$ cat config.mk
export PLATFORM = sky130hd
export DESIGN_NAME = cime_exec
export DESIGN_NICKNAME = d
export VERILOG_FILES = /design/src/design/cime_pkg.sv /design/src/design/cime_exec.sv /design/src/design/cime_alu.sv
export SDC_FILE = /design/constraint.sdc
export NUM_CORES = 1
export LEC_CHECK = 0
export BUFFER_PORTS_ARGS = -buffer_cell sky130_fd_sc_hd__buf_2
export CAP_MARGIN = 25
export CORE_MARGIN = 2
export CORE_UTILIZATION = 59
export CTS_CLUSTER_DIAMETER = 60
export DETAILED_ROUTE_END_ITERATION = 8
export PLACE_DENSITY = 0.85
export SLEW_MARGIN = 20
export SYNTH_ARGS = -nofsm -noshare
export SYNTH_HDL_FRONTEND = slang
export SYNTH_SLANG_ARGS = --single-unit
$ cat constraint.sdc
create_clock -name clk_i -period 11.48 [get_ports clk_i]
set_clock_uncertainty 0.1 [all_clocks]
set_input_delay 2.87 -clock clk_i [delete_from_list [all_inputs] [get_ports clk_i]]
set_output_delay 2.87 -clock clk_i [all_outputs]
set_load 0.05 [all_outputs]
$ cat src/design/cime_pkg.sv
// Package: constants, types and decode helpers for the increment/move executor
//
// Notes on behaviour
// [RULE1] Increment file adds one; d picks W or file; updates C, DC, N, OV, Z.
// [RULE2] Access bit 0 uses fixed access bank; 1 uses bank select register bank.
// [RULE3] Skip ops: one cycle if no skip; skip discards next word, two words if long. Here they take three clocks (fetch, read, execute), skip or not.
// [RULE4] Load pointer: first cycle writes literal upper part to pointer high byte.
// [RULE5] Load pointer: second cycle writes second word's low byte to pointer low byte.
// [RULE6] Move file copies file to W or file; only N and Z change.
// [RULE7] File-to-file move takes 12-bit source and 12-bit destination addresses.
// [RULE8] File-to-file move reads source, then dummy reads and writes destination.
// [RULE9] Software must not target program counter low or stack top bytes.
// [RULE10] Software should not alter interrupt setup by file-to-file move while enabled.
// [RULE11] Load bank writes full 8-bit literal to bank select, one cycle, no flags.
// [RULE12] OR literal and OR file combine with W; only N and Z change.
// [RULE13] Literal-to-W and W-to-file moves take one cycle, flags unchanged.
`default_nettype none

package cime_pkg;

	// ----------------------------------------------------------------
	// Widths and fields
	// ----------------------------------------------------------------
	localparam int            CIME_ADDR_W   = 12;
	localparam int            CIME_DATA_W   = 8;
	localparam int            CIME_WORD_W   = 16;
	localparam int            CIME_PTR_N    = 3;
	localparam int            CIME_D_BIT    = 9;
	localparam int            CIME_A_BIT    = 8;
	localparam logic [7:0]    CIME_ACC_SPLIT = 8'h80;
	localparam logic [3:0]    CIME_ACC_LO_BANK = 4'h0;
	localparam logic [3:0]    CIME_ACC_HI_BANK = 4'hf;

	// ----------------------------------------------------------------
	// Opcode patterns
	// ----------------------------------------------------------------
	localparam logic [5:0]    CIME_OPC_INC    = 6'h0a;
	localparam logic [5:0]    CIME_OPC_INCSZ  = 6'h0f;
	localparam logic [5:0]    CIME_OPC_INSNZ  = 6'h12;
	localparam logic [5:0]    CIME_OPC_ORF    = 6'h04;
	localparam logic [5:0]    CIME_OPC_FMOVE  = 6'h14;
	localparam logic [6:0]    CIME_OPC_WSTORE = 7'h37;
	localparam logic [7:0]    CIME_OPC_ORL    = 8'h09;
	localparam logic [7:0]    CIME_OPC_BANKLD = 8'h01;
	localparam logic [7:0]    CIME_OPC_LITW   = 8'h0e;
	localparam logic [9:0]    CIME_OPC_PTRLD  = 10'h3b8;
	localparam logic [3:0]    CIME_OPC_F2F    = 4'hc;
	localparam logic [5:0]    CIME_OPC_LONG   = 6'h3b;

	// ----------------------------------------------------------------
	// Types
	// ----------------------------------------------------------------
	typedef struct packed {
		logic n;
		logic ov;
		logic z;
		logic dc;
		logic c;
	} cime_flags_t;

	typedef enum logic [5:0] {
		CIME_S_FETCH = 6'b000001,
		CIME_S_READ  = 6'b000010,
		CIME_S_EXEC  = 6'b000100,
		CIME_S_FFRD  = 6'b001000,
		CIME_S_WORD2 = 6'b010000,
		CIME_S_FFWR  = 6'b100000
	} cime_state_t;

	typedef enum logic [3:0] {
		CIME_OP_NOP, CIME_OP_INC, CIME_OP_INCSZ, CIME_OP_INSNZ, CIME_OP_ORF,
		CIME_OP_FMOVE, CIME_OP_WSTORE, CIME_OP_ORL, CIME_OP_BANKLD, CIME_OP_LITW,
		CIME_OP_PTRLD, CIME_OP_F2F
	} cime_op_t;

	// ----------------------------------------------------------------
	// Decode helpers
	// ----------------------------------------------------------------
	function automatic cime_op_t cime_decode(input logic [15:0] w);
		cime_op_t op;
		op = CIME_OP_NOP;
		if (w[15:10] == CIME_OPC_INC) op = CIME_OP_INC;
		else if (w[15:10] == CIME_OPC_INCSZ) op = CIME_OP_INCSZ;
		else if (w[15:10] == CIME_OPC_INSNZ) op = CIME_OP_INSNZ;
		else if (w[15:10] == CIME_OPC_ORF) op = CIME_OP_ORF;
		else if (w[15:10] == CIME_OPC_FMOVE) op = CIME_OP_FMOVE;
		else if (w[15:9] == CIME_OPC_WSTORE) op = CIME_OP_WSTORE;
		else if (w[15:8] == CIME_OPC_ORL) op = CIME_OP_ORL;
		else if (w[15:8] == CIME_OPC_BANKLD) op = CIME_OP_BANKLD;
		else if (w[15:8] == CIME_OPC_LITW) op = CIME_OP_LITW;
		else if (w[15:6] == CIME_OPC_PTRLD) op = CIME_OP_PTRLD;
		else if (w[15:12] == CIME_OPC_F2F) op = CIME_OP_F2F;
		return op;
	endfunction : cime_decode

	// First word of any two-word instruction
	function automatic logic cime_is_long(input logic [15:0] w);
		return (w[15:12] == CIME_OPC_F2F) || (w[15:10] == CIME_OPC_LONG);
	endfunction : cime_is_long

	function automatic logic [11:0] cime_file_addr(input logic [15:0] w,
		input logic [7:0] bank_sel);
		logic [3:0] bank;
		bank = (w[7:0] < CIME_ACC_SPLIT) ? CIME_ACC_LO_BANK : CIME_ACC_HI_BANK;
		if (w[CIME_A_BIT])
			bank = bank_sel[3:0];
		return {bank, w[7:0]};
	endfunction : cime_file_addr

endpackage : cime_pkg

`default_nettype wire

$ cat src/design/cime_exec.sv
// Executor for increment, OR, pointer load, bank load and move instructions
`default_nettype none

module cime_exec
	import cime_pkg::*;
#(
	parameter int PTR_N = CIME_PTR_N
) (
	// Clock and reset
	input  wire logic                  clk_i,
	input  wire logic                  rst_i,
	// Instruction stream
	input  wire logic                  instr_valid_i,
	input  wire logic [15:0]           instr_i,
	output logic                       instr_ready_o,
	// Data memory
	output logic      [11:0]           mem_addr_o,
	output logic                       mem_rd_o,
	input  wire logic [7:0]            mem_rd_data_i,
	output logic                       mem_wr_o,
	output logic      [7:0]            mem_wr_data_o,
	// Core state
	output logic      [7:0]            wreg_o,
	output logic      [7:0]            bank_o,
	output cime_flags_t                status_o,
	output logic      [PTR_N*12-1:0]   ptr_o,
	// Progress
	output logic                       discard_o,
	output logic                       done_o
);

	cime_state_t state_r, state_nxt;
	cime_op_t    op_r, op_in;
	logic [15:0] ir_r;
	logic        skip_r, cap_r, acc, go;
	logic [7:0]  ff_data_r, ff_val, alu_res;
	cime_flags_t alu_flags;
	logic [11:0] ptr_r [PTR_N];

	assign op_in = cime_decode(instr_i);
	assign acc   = instr_valid_i && instr_ready_o;
	// Taken word that really executes (not a skipped one)
	assign go    = acc && (state_r == CIME_S_FETCH) && !skip_r;
	// Memory answers one cycle after the read strobe
	assign ff_val = cap_r ? mem_rd_data_i : ff_data_r;

	cime_alu u_alu (
		.op_i    (op_r),
		.w_i     (wreg_o),
		.f_i     (mem_rd_data_i),
		.res_o   (alu_res),
		.flags_o (alu_flags)
	);

	// ----------------------------------------------------------------
	// Sequencer
	// ----------------------------------------------------------------
	always_comb begin
		state_nxt = state_r;
		case (state_r)
			CIME_S_FETCH: begin
				if (go) begin
					case (op_in)
						CIME_OP_INC, CIME_OP_INCSZ, CIME_OP_INSNZ, CIME_OP_ORF,
						CIME_OP_FMOVE: state_nxt = CIME_S_READ;
						CIME_OP_PTRLD: state_nxt = CIME_S_WORD2;
						CIME_OP_F2F:   state_nxt = CIME_S_FFRD;
						default:       state_nxt = CIME_S_FETCH;
					endcase
				end
			end
			CIME_S_READ:  state_nxt = CIME_S_EXEC;
			CIME_S_EXEC:  state_nxt = CIME_S_FETCH;
			CIME_S_FFRD:  state_nxt = CIME_S_WORD2;
			CIME_S_WORD2: begin
				if (acc)
					state_nxt = (op_r == CIME_OP_F2F) ? CIME_S_FFWR : CIME_S_FETCH;
			end
			CIME_S_FFWR:  state_nxt = CIME_S_FETCH;
			default:      state_nxt = CIME_S_FETCH;
		endcase
	end

	always_ff @(posedge clk_i or posedge rst_i) begin
		if (rst_i) begin
			state_r       <= CIME_S_FETCH;
			instr_ready_o <= 1'b0;
		end else begin
			state_r       <= state_nxt;
			instr_ready_o <= (state_nxt == CIME_S_FETCH) || (state_nxt == CIME_S_WORD2);
		end
	end

	always_ff @(posedge clk_i or posedge rst_i) begin
		if (rst_i) begin
			ir_r <= 16'h0000;
			op_r <= CIME_OP_NOP;
		end else if (acc && state_r == CIME_S_FETCH) begin
			ir_r <= instr_i;
			op_r <= skip_r ? CIME_OP_NOP : op_in;
		end
	end

	// ----------------------------------------------------------------
	// Skip and discard of prefetched words
	// ----------------------------------------------------------------
	always_ff @(posedge clk_i or posedge rst_i) begin
		if (rst_i) begin
			skip_r <= 1'b0;
		end else if (state_r == CIME_S_EXEC &&
			((op_r == CIME_OP_INCSZ && alu_flags.z) ||
			(op_r == CIME_OP_INSNZ && !alu_flags.z))) begin
			skip_r <= 1'b1; // [RULE3]
		end else if (acc && state_r == CIME_S_FETCH && skip_r) begin
			// A long instruction keeps the skip alive for its second word
			skip_r <= cime_is_long(instr_i); // [RULE3] [RULE8]
		end
	end

	always_ff @(posedge clk_i or posedge rst_i) begin
		if (rst_i) begin
			discard_o <= 1'b0;
			done_o    <= 1'b0;
		end else begin
			discard_o <= acc && state_r == CIME_S_FETCH && skip_r; // [RULE3]
			done_o    <= (acc && state_r == CIME_S_FETCH && state_nxt == CIME_S_FETCH) ||
				state_r == CIME_S_EXEC || state_r == CIME_S_FFWR ||
				(acc && state_r == CIME_S_WORD2 && op_r == CIME_OP_PTRLD);
		end
	end

	// ----------------------------------------------------------------
	// Data memory port
	// ----------------------------------------------------------------
	always_ff @(posedge clk_i or posedge rst_i) begin
		if (rst_i) begin
			mem_addr_o    <= 12'h000;
			mem_rd_o      <= 1'b0;
			mem_wr_o      <= 1'b0;
			mem_wr_data_o <= 8'h00;
		end else begin
			mem_rd_o <= 1'b0;
			mem_wr_o <= 1'b0;
			if (go) begin
				case (op_in)
					CIME_OP_INC, CIME_OP_INCSZ, CIME_OP_INSNZ, CIME_OP_ORF,
					CIME_OP_FMOVE: begin
						mem_rd_o   <= 1'b1;
						mem_addr_o <= cime_file_addr(instr_i, bank_o); // [RULE2]
					end
					CIME_OP_WSTORE: begin
						mem_wr_o      <= 1'b1; // [RULE13]
						mem_addr_o    <= cime_file_addr(instr_i, bank_o); // [RULE2]
						mem_wr_data_o <= wreg_o;
					end
					CIME_OP_F2F: begin
						mem_rd_o   <= 1'b1; // [RULE8]
						mem_addr_o <= instr_i[11:0]; // [RULE7]
					end
					default: ;
				endcase
			end else if (state_r == CIME_S_EXEC && ir_r[CIME_D_BIT]) begin
				mem_wr_o      <= 1'b1; // [RULE1] [RULE6] [RULE12]
				mem_wr_data_o <= alu_res;
			end else if (acc && state_r == CIME_S_WORD2 && op_r == CIME_OP_F2F) begin
				mem_rd_o      <= 1'b1; // [RULE8]
				mem_addr_o    <= instr_i[11:0]; // [RULE7]
				mem_wr_data_o <= ff_val;
			end else if (state_r == CIME_S_FFWR) begin
				mem_wr_o <= 1'b1; // [RULE8]
			end
		end
	end

	always_ff @(posedge clk_i or posedge rst_i) begin
		if (rst_i) begin
			cap_r     <= 1'b0;
			ff_data_r <= 8'h00;
		end else begin
			cap_r <= (state_r == CIME_S_FFRD);
			if (cap_r)
				ff_data_r <= mem_rd_data_i;
		end
	end

	// ----------------------------------------------------------------
	// Working register, bank select and status
	// ----------------------------------------------------------------
	always_ff @(posedge clk_i or posedge rst_i) begin
		if (rst_i) begin
			wreg_o   <= 8'h00;
			bank_o   <= 8'h00;
			status_o <= '0;
		end else if (go) begin
			case (op_in)
				CIME_OP_ORL: begin
					wreg_o     <= wreg_o | instr_i[7:0]; // [RULE12]
					status_o.n <= instr_i[7] | wreg_o[7];
					status_o.z <= (wreg_o | instr_i[7:0]) == 8'h00;
				end
				CIME_OP_LITW:   wreg_o <= instr_i[7:0]; // [RULE13]
				CIME_OP_BANKLD: bank_o <= instr_i[7:0]; // [RULE11]
				default: ;
			endcase
		end else if (state_r == CIME_S_EXEC) begin
			if (!ir_r[CIME_D_BIT])
				wreg_o <= alu_res; // [RULE1] [RULE6] [RULE12]
			case (op_r)
				CIME_OP_INC: status_o <= alu_flags; // [RULE1]
				CIME_OP_ORF, CIME_OP_FMOVE: begin
					status_o.n <= alu_flags.n; // [RULE6] [RULE12]
					status_o.z <= alu_flags.z;
				end
				default: ;
			endcase
		end
	end

	// ----------------------------------------------------------------
	// Indirect pointers
	// ----------------------------------------------------------------
	for (genvar g = 0; g < PTR_N; g++) begin : g_ptr
		always_ff @(posedge clk_i or posedge rst_i) begin
			if (rst_i) begin
				ptr_r[g] <= 12'h000;
			end else if (go && op_in == CIME_OP_PTRLD && instr_i[5:4] == 2'(g)) begin
				ptr_r[g][11:8] <= instr_i[3:0]; // [RULE4]
			end else if (acc && state_r == CIME_S_WORD2 && op_r == CIME_OP_PTRLD &&
				ir_r[5:4] == 2'(g)) begin
				ptr_r[g][7:0] <= instr_i[7:0]; // [RULE5]
			end
		end
		assign ptr_o[g*12 +: 12] = ptr_r[g];
	end
endmodule : cime_exec

`default_nettype wire

$ cat src/design/cime_alu.sv
// Arithmetic unit: increment, OR and pass-through with status flags
`default_nettype none

module cime_alu
	import cime_pkg::*;
(
	// Operation
	input  wire logic        [3:0] op_i,
	// Operands
	input  wire logic        [7:0] w_i,
	input  wire logic        [7:0] f_i,
	// Result
	output logic             [7:0] res_o,
	output cime_flags_t            flags_o
);

	logic [8:0] sum;
	logic [4:0] nib;

	always_comb begin
		sum     = {1'b0, f_i} + 9'h001;
		nib     = {1'b0, f_i[3:0]} + 5'h01;
		flags_o = '0;
		case (cime_op_t'(op_i))
			CIME_OP_INC, CIME_OP_INCSZ, CIME_OP_INSNZ: begin
				res_o      = sum[7:0];
				flags_o.c  = sum[8];
				flags_o.dc = nib[4];
				flags_o.ov = (f_i == 8'h7f);
			end
			CIME_OP_ORF:
				res_o = w_i | f_i;
			default:
				res_o = f_i;
		endcase
		flags_o.n = res_o[7];
		flags_o.z = (res_o == 8'h00);
	end

endmodule : cime_alu

`default_nettype wire

## Yosys cells after proc, flatten, opt, wreduce, memory -nomap -nowiden

Index checks and enable logic that the tools add are counted.
Widths: inputs -> output; s select.

| word-level totals | value |
|---|---|
| register bits after elaboration | 112 |
| bits in latches | 0 |
| RAM bits | 0 |
| bits in read-only memories | 0 |
| output and inout bits | 82 |
| word-level logic and storage cells | 190 |
| memories kept | 0 |

| cells by class | value |
|---|---|
| $add $sub $neg | 2 |
| multipliers | 0 |
| div/mod/pow operators | 0 |
| $lt $le $gt $ge | 1 |
| equal/unequal tests | 49 |
| shift operators | 0 |
| multiplexer cells | 55 |
| bitwise operators | 7 |
| reduce and logical (&&, ||, !) cells | 50 |

Operators with widths:

| operator | number |
|---|---|
| $mux 8 | 8 |
| $mux 4 | 14 |
| $mux 12 | 3 |
| $pmux 8 s2 | 2 |
| $eq 4x4->1 const B | 7 |
| $eq 4x3->1 const B | 6 |
| $eq 6x5->1 const B | 4 |
| $pmux 12 s2 | 1 |
| $pmux 6 s4 | 1 |
| $logic_and 1x1->1 | 19 |
| $mux 1 | 19 |
| $eq 6x4->1 const B | 3 |
| $mux 6 | 3 |
| $eq 4x2->1 const B | 4 |
| $eq 8x4->1 const B | 2 |
| $logic_not 8->1 | 2 |
| $or 8x8->8 | 2 |
| $pmux 5 s3 | 1 |
| $eq 6x1->1 const B | 2 |
| $eq 6x3->1 const B | 2 |
| $eq 6x6->1 const B | 2 |
| $reduce_and 3->1 | 4 |
| $reduce_or 6->1 | 2 |
| $eq 10x10->1 const B | 1 |
| other kinds (26) | 50 |

## Logic depth before layout (Yosys ltp)

Gate-level depths: netlist of run 1.

| depth | value |
|---|---|
| word-level depth | 22 |
| gate-level depth with buffers | 9 |
| mapped depth without buffers | 8 |

## By module

A second synthesis of run 1 with hierarchy kept.

| second synthesis, totals | value |
|---|---|
| cells, all modules | 470 |
| area total of the unflattened synthesis | 5,342.6 sq um |

Modules (own cells, without submodules):

| module | times used | cells each | area each (sq um) | seq. area each (sq um) |
|---|---|---|---|---|
| cime_exec | 1 | 424 | 5,017.3 | 2,628.8 |
| cime_alu | 1 | 46 | 325.3 | 0.0 |

## Worst setup path after synthesis of run 1

No wires, ideal clock.

| timing path | value |
|---|---|
| kind | input -> register |
| from | input port instr_i[15] |
| to | register ptr_r (netlist bit ptr_o[32]) |
| setup time | 0.125 ns |
| data arrival time | 5.057 ns |
| required time | 11.255 ns |
| path slack | 6.198 ns |
| cell stages on the path | 9 |
| buffers on the path | 2 |
| path through | buf_4 > nor4_4 > and3b_1 > a22o_1 > nor2_1 > or4_1 > buf_2 > nor3b_4 > mux2_2 |

| between the ends | value |
|---|---|
| longest elaborated chain between the ends | 15 |
| elaborated cells between the ends (all ways) | 25 |
| classes of those cells | 12 x eq/ne; 11 x mux; 2 x reduce/logical |

Ends and longest elaborated chain:

| item | RTL line | text |
|---|---|---|
| start: declaration | cime_exec.sv:14 | `input wire logic [15:0] instr_i,` |
| $eq 4x4->1 | cime_pkg.sv:92 | `else if (w[15:12] == CIME_OPC_F2F) op = CIME_OP_F2F;` |
| $mux 4 | cime_pkg.sv:92 |  |
| $mux 4 | cime_pkg.sv:91 | `else if (w[15:6] == CIME_OPC_PTRLD) op = CIME_OP_PTRLD;` |
| $mux 4 | cime_pkg.sv:90 | `else if (w[15:8] == CIME_OPC_LITW) op = CIME_OP_LITW;` |
| $mux 4 | cime_pkg.sv:89 | `else if (w[15:8] == CIME_OPC_BANKLD) op = CIME_OP_BANKLD;` |
| $mux 4 | cime_pkg.sv:88 | `else if (w[15:8] == CIME_OPC_ORL) op = CIME_OP_ORL;` |
| $mux 4 | cime_pkg.sv:87 | `else if (w[15:9] == CIME_OPC_WSTORE) op = CIME_OP_WSTORE;` |
| $mux 4 | cime_pkg.sv:86 | `else if (w[15:10] == CIME_OPC_FMOVE) op = CIME_OP_FMOVE;` |
| $mux 4 | cime_pkg.sv:85 | `else if (w[15:10] == CIME_OPC_ORF) op = CIME_OP_ORF;` |
| $mux 4 | cime_pkg.sv:84 | `else if (w[15:10] == CIME_OPC_INSNZ) op = CIME_OP_INSNZ;` |
| $mux 4 | cime_pkg.sv:83 | `else if (w[15:10] == CIME_OPC_INCSZ) op = CIME_OP_INCSZ;` |
| $mux 4 * | cime_pkg.sv:82 | `if (w[15:10] == CIME_OPC_INC) op = CIME_OP_INC;` |
| $eq 4x4->1 * | cime_exec.sv:226 | `end else if (go && op_in == CIME_OP_PTRLD && instr_i[5:4] == 2'(g)) begin` |
| $logic_and 1x1->1 * (2 in a row) | cime_exec.sv:226 |  |
| end signal: indexed assignment | cime_exec.sv:227 | `ptr_r[g][11:8] <= instr_i[3:0];` |
| end signal: indexed assignment | cime_exec.sv:230 | `ptr_r[g][7:0] <= instr_i[7:0];` |
| end: declaration | cime_exec.sv:38 | `logic [11:0] ptr_r [PTR_N];` |

Every way passes the cells marked *; elsewhere a longest branch is shown, timed or not.
A chain may end at the register's enable or synchronous reset.

## Worst setup path after layout of run 1

| timing path | value |
|---|---|
| from | input port instr_i[13] |
| to | register ptr_r (netlist bit ptr_o[33]) |

The elaborated chain is that of the path after synthesis.

==> results of run 1 <==
## Yosys cell counts, drive strengths merged (4+ instances only)
master    n  area share, %
nor3b     7            1.6
a31oi     5           0.61
dfrtp   104             50
clkbuf   18            1.3
o21ai    25            2.4
mux2     65             14
nor3      9            1.1
nor2b     7           0.85
inv      12           0.87
nand3    10           0.97
nand2b    4           0.48
nor4     11            1.7
nand4     6           0.73
buf       8           0.90
mux2i    21            4.1
nor2     34            2.5
nand3b    4           0.58
a21oi    22            2.1
nand2    47            3.4
## path summary, 6_finish.rpt
path,start,to
worst min-delay path,ff_data_r[6],ff_data_r[6]
worst min register to register,ff_data_r[6],ff_data_r[6]
worst max register to register,state_r[5],ptr_o[33]
max in group asynchronous,rst_i,state_r[1]
worst max-delay path,instr_i[13],ptr_o[33]
min in group asynchronous,rst_i,ptr_o[14]
## critical path: stages
cell      delay [ns]
buf_2           0.20
nor2b_1         0.25
nor4bb_1        0.39
a22o_1          0.30
nor2_1          0.08
or4_1           0.76
nor3b_4         0.37
mux2_2          0.37
## power groups by stage
stage	Sequential [mW]	Combinational (mW)	Clock (mW)
final	0.518	0.519	0.242
after floorplan	0.731	0.180	0
after CTS	0.518	0.517	0.246
after detailed placement	0.525	0.515	0
after global routing	0.530	0.551	0.261
after global placement	0.520	0.505	0
## area by class of cell
class                      count  area (sq um)
clock buffer                  10           128
clock inverter                 6          85.1
fill                         664          2620
inverter                      12          47.5
multi-input combinational    331          2390
sequential                   105          2630
tap                          108           135
timing repair buffer         111           564
## metrics by stage
step	utilization, %	hold WS, ns	setup WS (ns)
4_1_cts	69.4	0.410	5.77
2_1_floorplan	-	0.346	5.75
5_1_grt	69.6	0.419	5.90
3_3_place_gp	66.8	0.361	5.53
6_report	69.6	0.405	6.04
3_5_place_dp	66.9	0.386	5.40
## flip-flops by register name (all words and copies together), names as in the netlist, 5 cells and up
| register | flops |
|---|---|
| bank_o | 8 |
| ff_data_r | 8 |
| mem_addr_o | 12 |
| mem_wr_data_o | 8 |
| ptr_o | 36 |
| state_r | 6 |
| status_o | 5 |
| wreg_o | 8 |
## cells by family (layout without fill, tap and decap cells)
family	count (synthesis)	count (layout)	synth area share, %
fa+ha+maj	1	1	0.242
simple gates	160	160	17.2
mux	86	86	18.2
compound gates	82	82	10.0
buf+inv	38	139	3.07
flops	105	105	50.8
xor+xnor	2	2	0.339
## layer usage
layer	up-vias	share of wire, %	track usage (%)
met5	-	0	0
met4	0	1.5	7.26
met3	20	8.2	5.68
met2	204	48	43.9
met1	2076	42	37.8
li1	1901	-	-
==> metrics, run 1 <==
status=finished, final reports clean; num rows=34; setup bufs post-CTS=0; setup TNS=0 ns; final setup fails=0; Post-synth EDFFs=0; Post-Syn Area per Cell=between 10 and 15 sq um; drt pass-1 iters=5; Min-Delay Path Depth=1; ys flop type=dfrtp_1; P_int=between 0.6 and 0.7 mW; worst reg2reg setup slack=~8.0 ns; worst slew pin tran=~0.9 ns; CTS tree=done; largest net degree at the start of global routing=approximately 70; # IOs=around 110; worst min path class=reg -> reg; number of gates resized after cts=0; routed wire length=roughly 13 mm; Max-Cap Viols=0; drt wl/cell=~19 um; clk root buf=clkbuf_8; CTS max path bufs=2; maximum VDD drop=0.000236 V; synthesized netlist cell count=~470; vias after detailed routing=around 4200; clock power share=about a fifth; antenna violations before repair=0; ys async rst share=100%; ant diodes=0; sequential area share after synthesis=50.8%; PnR Total Power=roughly 1.3 mW; fin crit share=a little under half; element type at the critical path start=input port; die area=approximately 9500 sq um; Slew headroom=approximately two fifths; crit path capture type=register; Comb power frac=about two fifths; cells on worst reg2reg path=6; # hold bufs at CTS=0; CTS Buf Count=9; total track usage=27.2%; WP data arrival=5.59 ns; Switch Pwr=a little under 0.6 mW; commonest non-fill, non-tap cell in the layout=buf_2; antenna-violating nets left=0; crit-path max FO=11; Nets=between 500 and 600; Net Sw Frac=between 40% and 50%; clock-pin slew on the worst setup and hold paths=about 0.10 ns; worst skew pair latency=0.36 ns; via/cell ratio=6.15; drc violations=0; most frequent cells in the layout=buf_2, dfrtp_1, mux2_2, nand2_1, nor2_1; die span in y=~98 um; RSZ-0062 raised after global routing=no; Yosys reg bits=around 110; final worst path period need=5.44 ns; Final Hold Fails=0; Final Non-Filler Cells=about 700; gpl congestion=roughly 0.94; area of the core=around 8600 sq um; register share of total power=around two fifths; Initial Util=around three fifths; Leak Pwr=between 3 and 4 nW; H-Tree Depth=3; Mapped Nets=around 500; synth warn=0; vias in the first global route=between 4000 and 5000; Achievable Freq=around 180 MHz; first-pass GRT wire length=between 20 and 25 mm; Synth Cell Area=slightly above 5000 sq um; clk sinks=around 110; design area=around 6000 sq um; drt initial violations=between 200 and 300; Port Buffer Count=between 100 and 150; final HPWL from detailed placement=just under 9 mm; Netlist cell types=60; Post-Place Cells=665; Slew Viols, Final=0; Post-Place Cell Area=around 5700 sq um; GRT overflow=0; critical path class=in -> reg; Area Overhead vs Synth=15.6%; width of the chip=just under 100 um; critical path required time=approximately 12 ns; layout cell share with drive strength beyond 1=35.7%; P per Cell Area=214 nW/um^2
Note: power is estimated with default switching activity, not from simulation.
==> run 2, diff against run 1 <==
CORE_UTILIZATION = 50   (was 59)
PLACE_DENSITY = 0.77   (was 0.85)
clock period = 4.8 ns   (was 11.48 ns; I/O delays follow)
==> metrics, run 2 (synthesis results as in run 1) <==
maximum VDD drop=0.000447 V; setup bufs post-CTS=0; RSZ-0062 raised after global routing=no; drt wl/cell=roughly 18 um; # hold bufs at CTS=0; worst min path class=reg -> reg; fin crit share=77.2%; crit path capture type=register; Slowest-stage cell, CP=or4_1; WP data arrival=just under 4 ns; Top Family by Delay on Critical Path=simple AND/OR/NAND/NOR gates; GRT overflow=0; P per Cell Area=502 nW/um^2; # IOs=about 110; CTS Buf Count=9; Slew headroom=a little under half; first-pass GRT wire length=~21 mm; number of gates resized after cts=0; Post-Place Cell Area=5810 sq um; final setup fails=0; clock-pin slew on the worst setup and hold paths=0.11 ns; final HPWL from detailed placement=between 9 and 10 mm; area of the core=roughly 10000 sq um; drt pass-1 iters=5; Nets=between 600 and 700; Worst Path Buf+Inv=1; Initial Util=approximately half; Util after Layout=59.3%; element type at the critical path start=input port; routed wire length=12.9 mm; design area=between 6000 and 7000 sq um; CTS max path bufs=2; commonest non-fill, non-tap cell in the layout=buf_2; critical path class=in -> reg; max FFs per register=36; total track usage=23.5%; setup TNS=0 ns; CP max stage delay=0.74 ns; final worst path period need=3.71 ns; Area Overhead vs Synth=16.8%; largest net degree at the start of global routing=between 70 and 80; CP cell instances=buf_2, nor2b_1, nor4bb_1, a22o_1, nor2_1, or4_1, nor3b_4, mux2_2; Max-Cap Viols=0; most frequent cells in the layout=buf_2, dfrtp_1, mux2_2, nand2_1, nor2_1; vias after detailed routing=around 4200; crit-path max FO=11; H-Tree Depth=3; drt initial violations=between 200 and 300; critical path required time=between 4 and 5 ns; die span in y=approximately 110 um; antenna-violating nets left=0; fillers=just under 900; width of the chip=roughly 110 um; num rows=37; drc violations=0; antenna violations before repair=0; via/cell ratio=slightly below 6; worst skew pair latency=~0.37 ns; clk sinks=about 110; Final Hold Fails=0; Slew Viols, Final=0; status=finished, final reports clean; worst slew pin tran=0.781 ns; layout cell share with drive strength beyond 1=a little over a third; Port Buffer Count=about 110; gpl congestion=approximately 0.9; Achievable Freq=between 200 and 300 MHz; vias in the first global route=between 4000 and 5000; Leak Pwr=between 3 and 4 nW; clk root buf=clkbuf_8; CTS tree=done; die area=between 10000 and 15000 sq um; ant diodes=0
run 2: final timing paths:
path | cells past startpoint | end | start | slack, ns
max | 8 | ptr_o[34] | instr_i[13] | 1.09
min | 1 | ff_data_r[5] | ff_data_r[5] | 0.41
max reg2reg | 6 | ptr_o[34] | state_r[5] | 1.45
min reg2reg | 1 | ff_data_r[5] | ff_data_r[5] | 0.41
max in group asynchronous | 3 | mem_wr_o | rst_i | 3.32
min in group asynchronous | 2 | ptr_o[24] | rst_i | 0.65
run 2: worst reg2reg max path: stages, from the launching register on:
cell       delay, ns
dfrtp_1         0.46
nor4_2          0.39
nand4bb_1       0.41
or2_1           0.40
or4_1           0.75
nor3b_4         0.36
mux2_2          0.37
run 2: layout make-up:
type                    instances  area, sq um  share of cell area, %
clock buffers                  11          151                   2.51
clock inverters                 5         45.0                  0.746
repair buffers                115          613                   10.2
multi-input cells             331         2380                   39.5
well taps                     136          170                   2.82
inverters                      12         47.5                  0.787
flip-flops and latches        105         2630                   43.5
run 2: per-stage QoR:
stage / hold slack, ns / setup WS, ns / power [mW] / instances
5_1_grt: 0.434 / 0.960 / 3.17 / 715
3_5_place_dp: 0.386 / 0.761 / 2.50 / 698
2_1_floorplan: 0.346 / 0.741 / 2.18 / 474
4_1_cts: 0.411 / 1.14 / 3.04 / 714
3_3_place_gp: 0.358 / 0.920 / 2.46 / 698
6_report: 0.408 / 1.09 / 3.03 / 715
run 2: report_power, final:
part	internal (mW)	switching [mW]
Sequential	1.08	0.159
Clock	0.227	0.319
Combinational	0.344	0.902
run 2: routing by layer:
layer,track usage (%),routed length (um),vias up
li1,-,-,1914
met1,32.8,5730,2120
met5,0,0,-
met3,5.13,937,22
met4,7.52,221,0
met2,36.7,6040,163
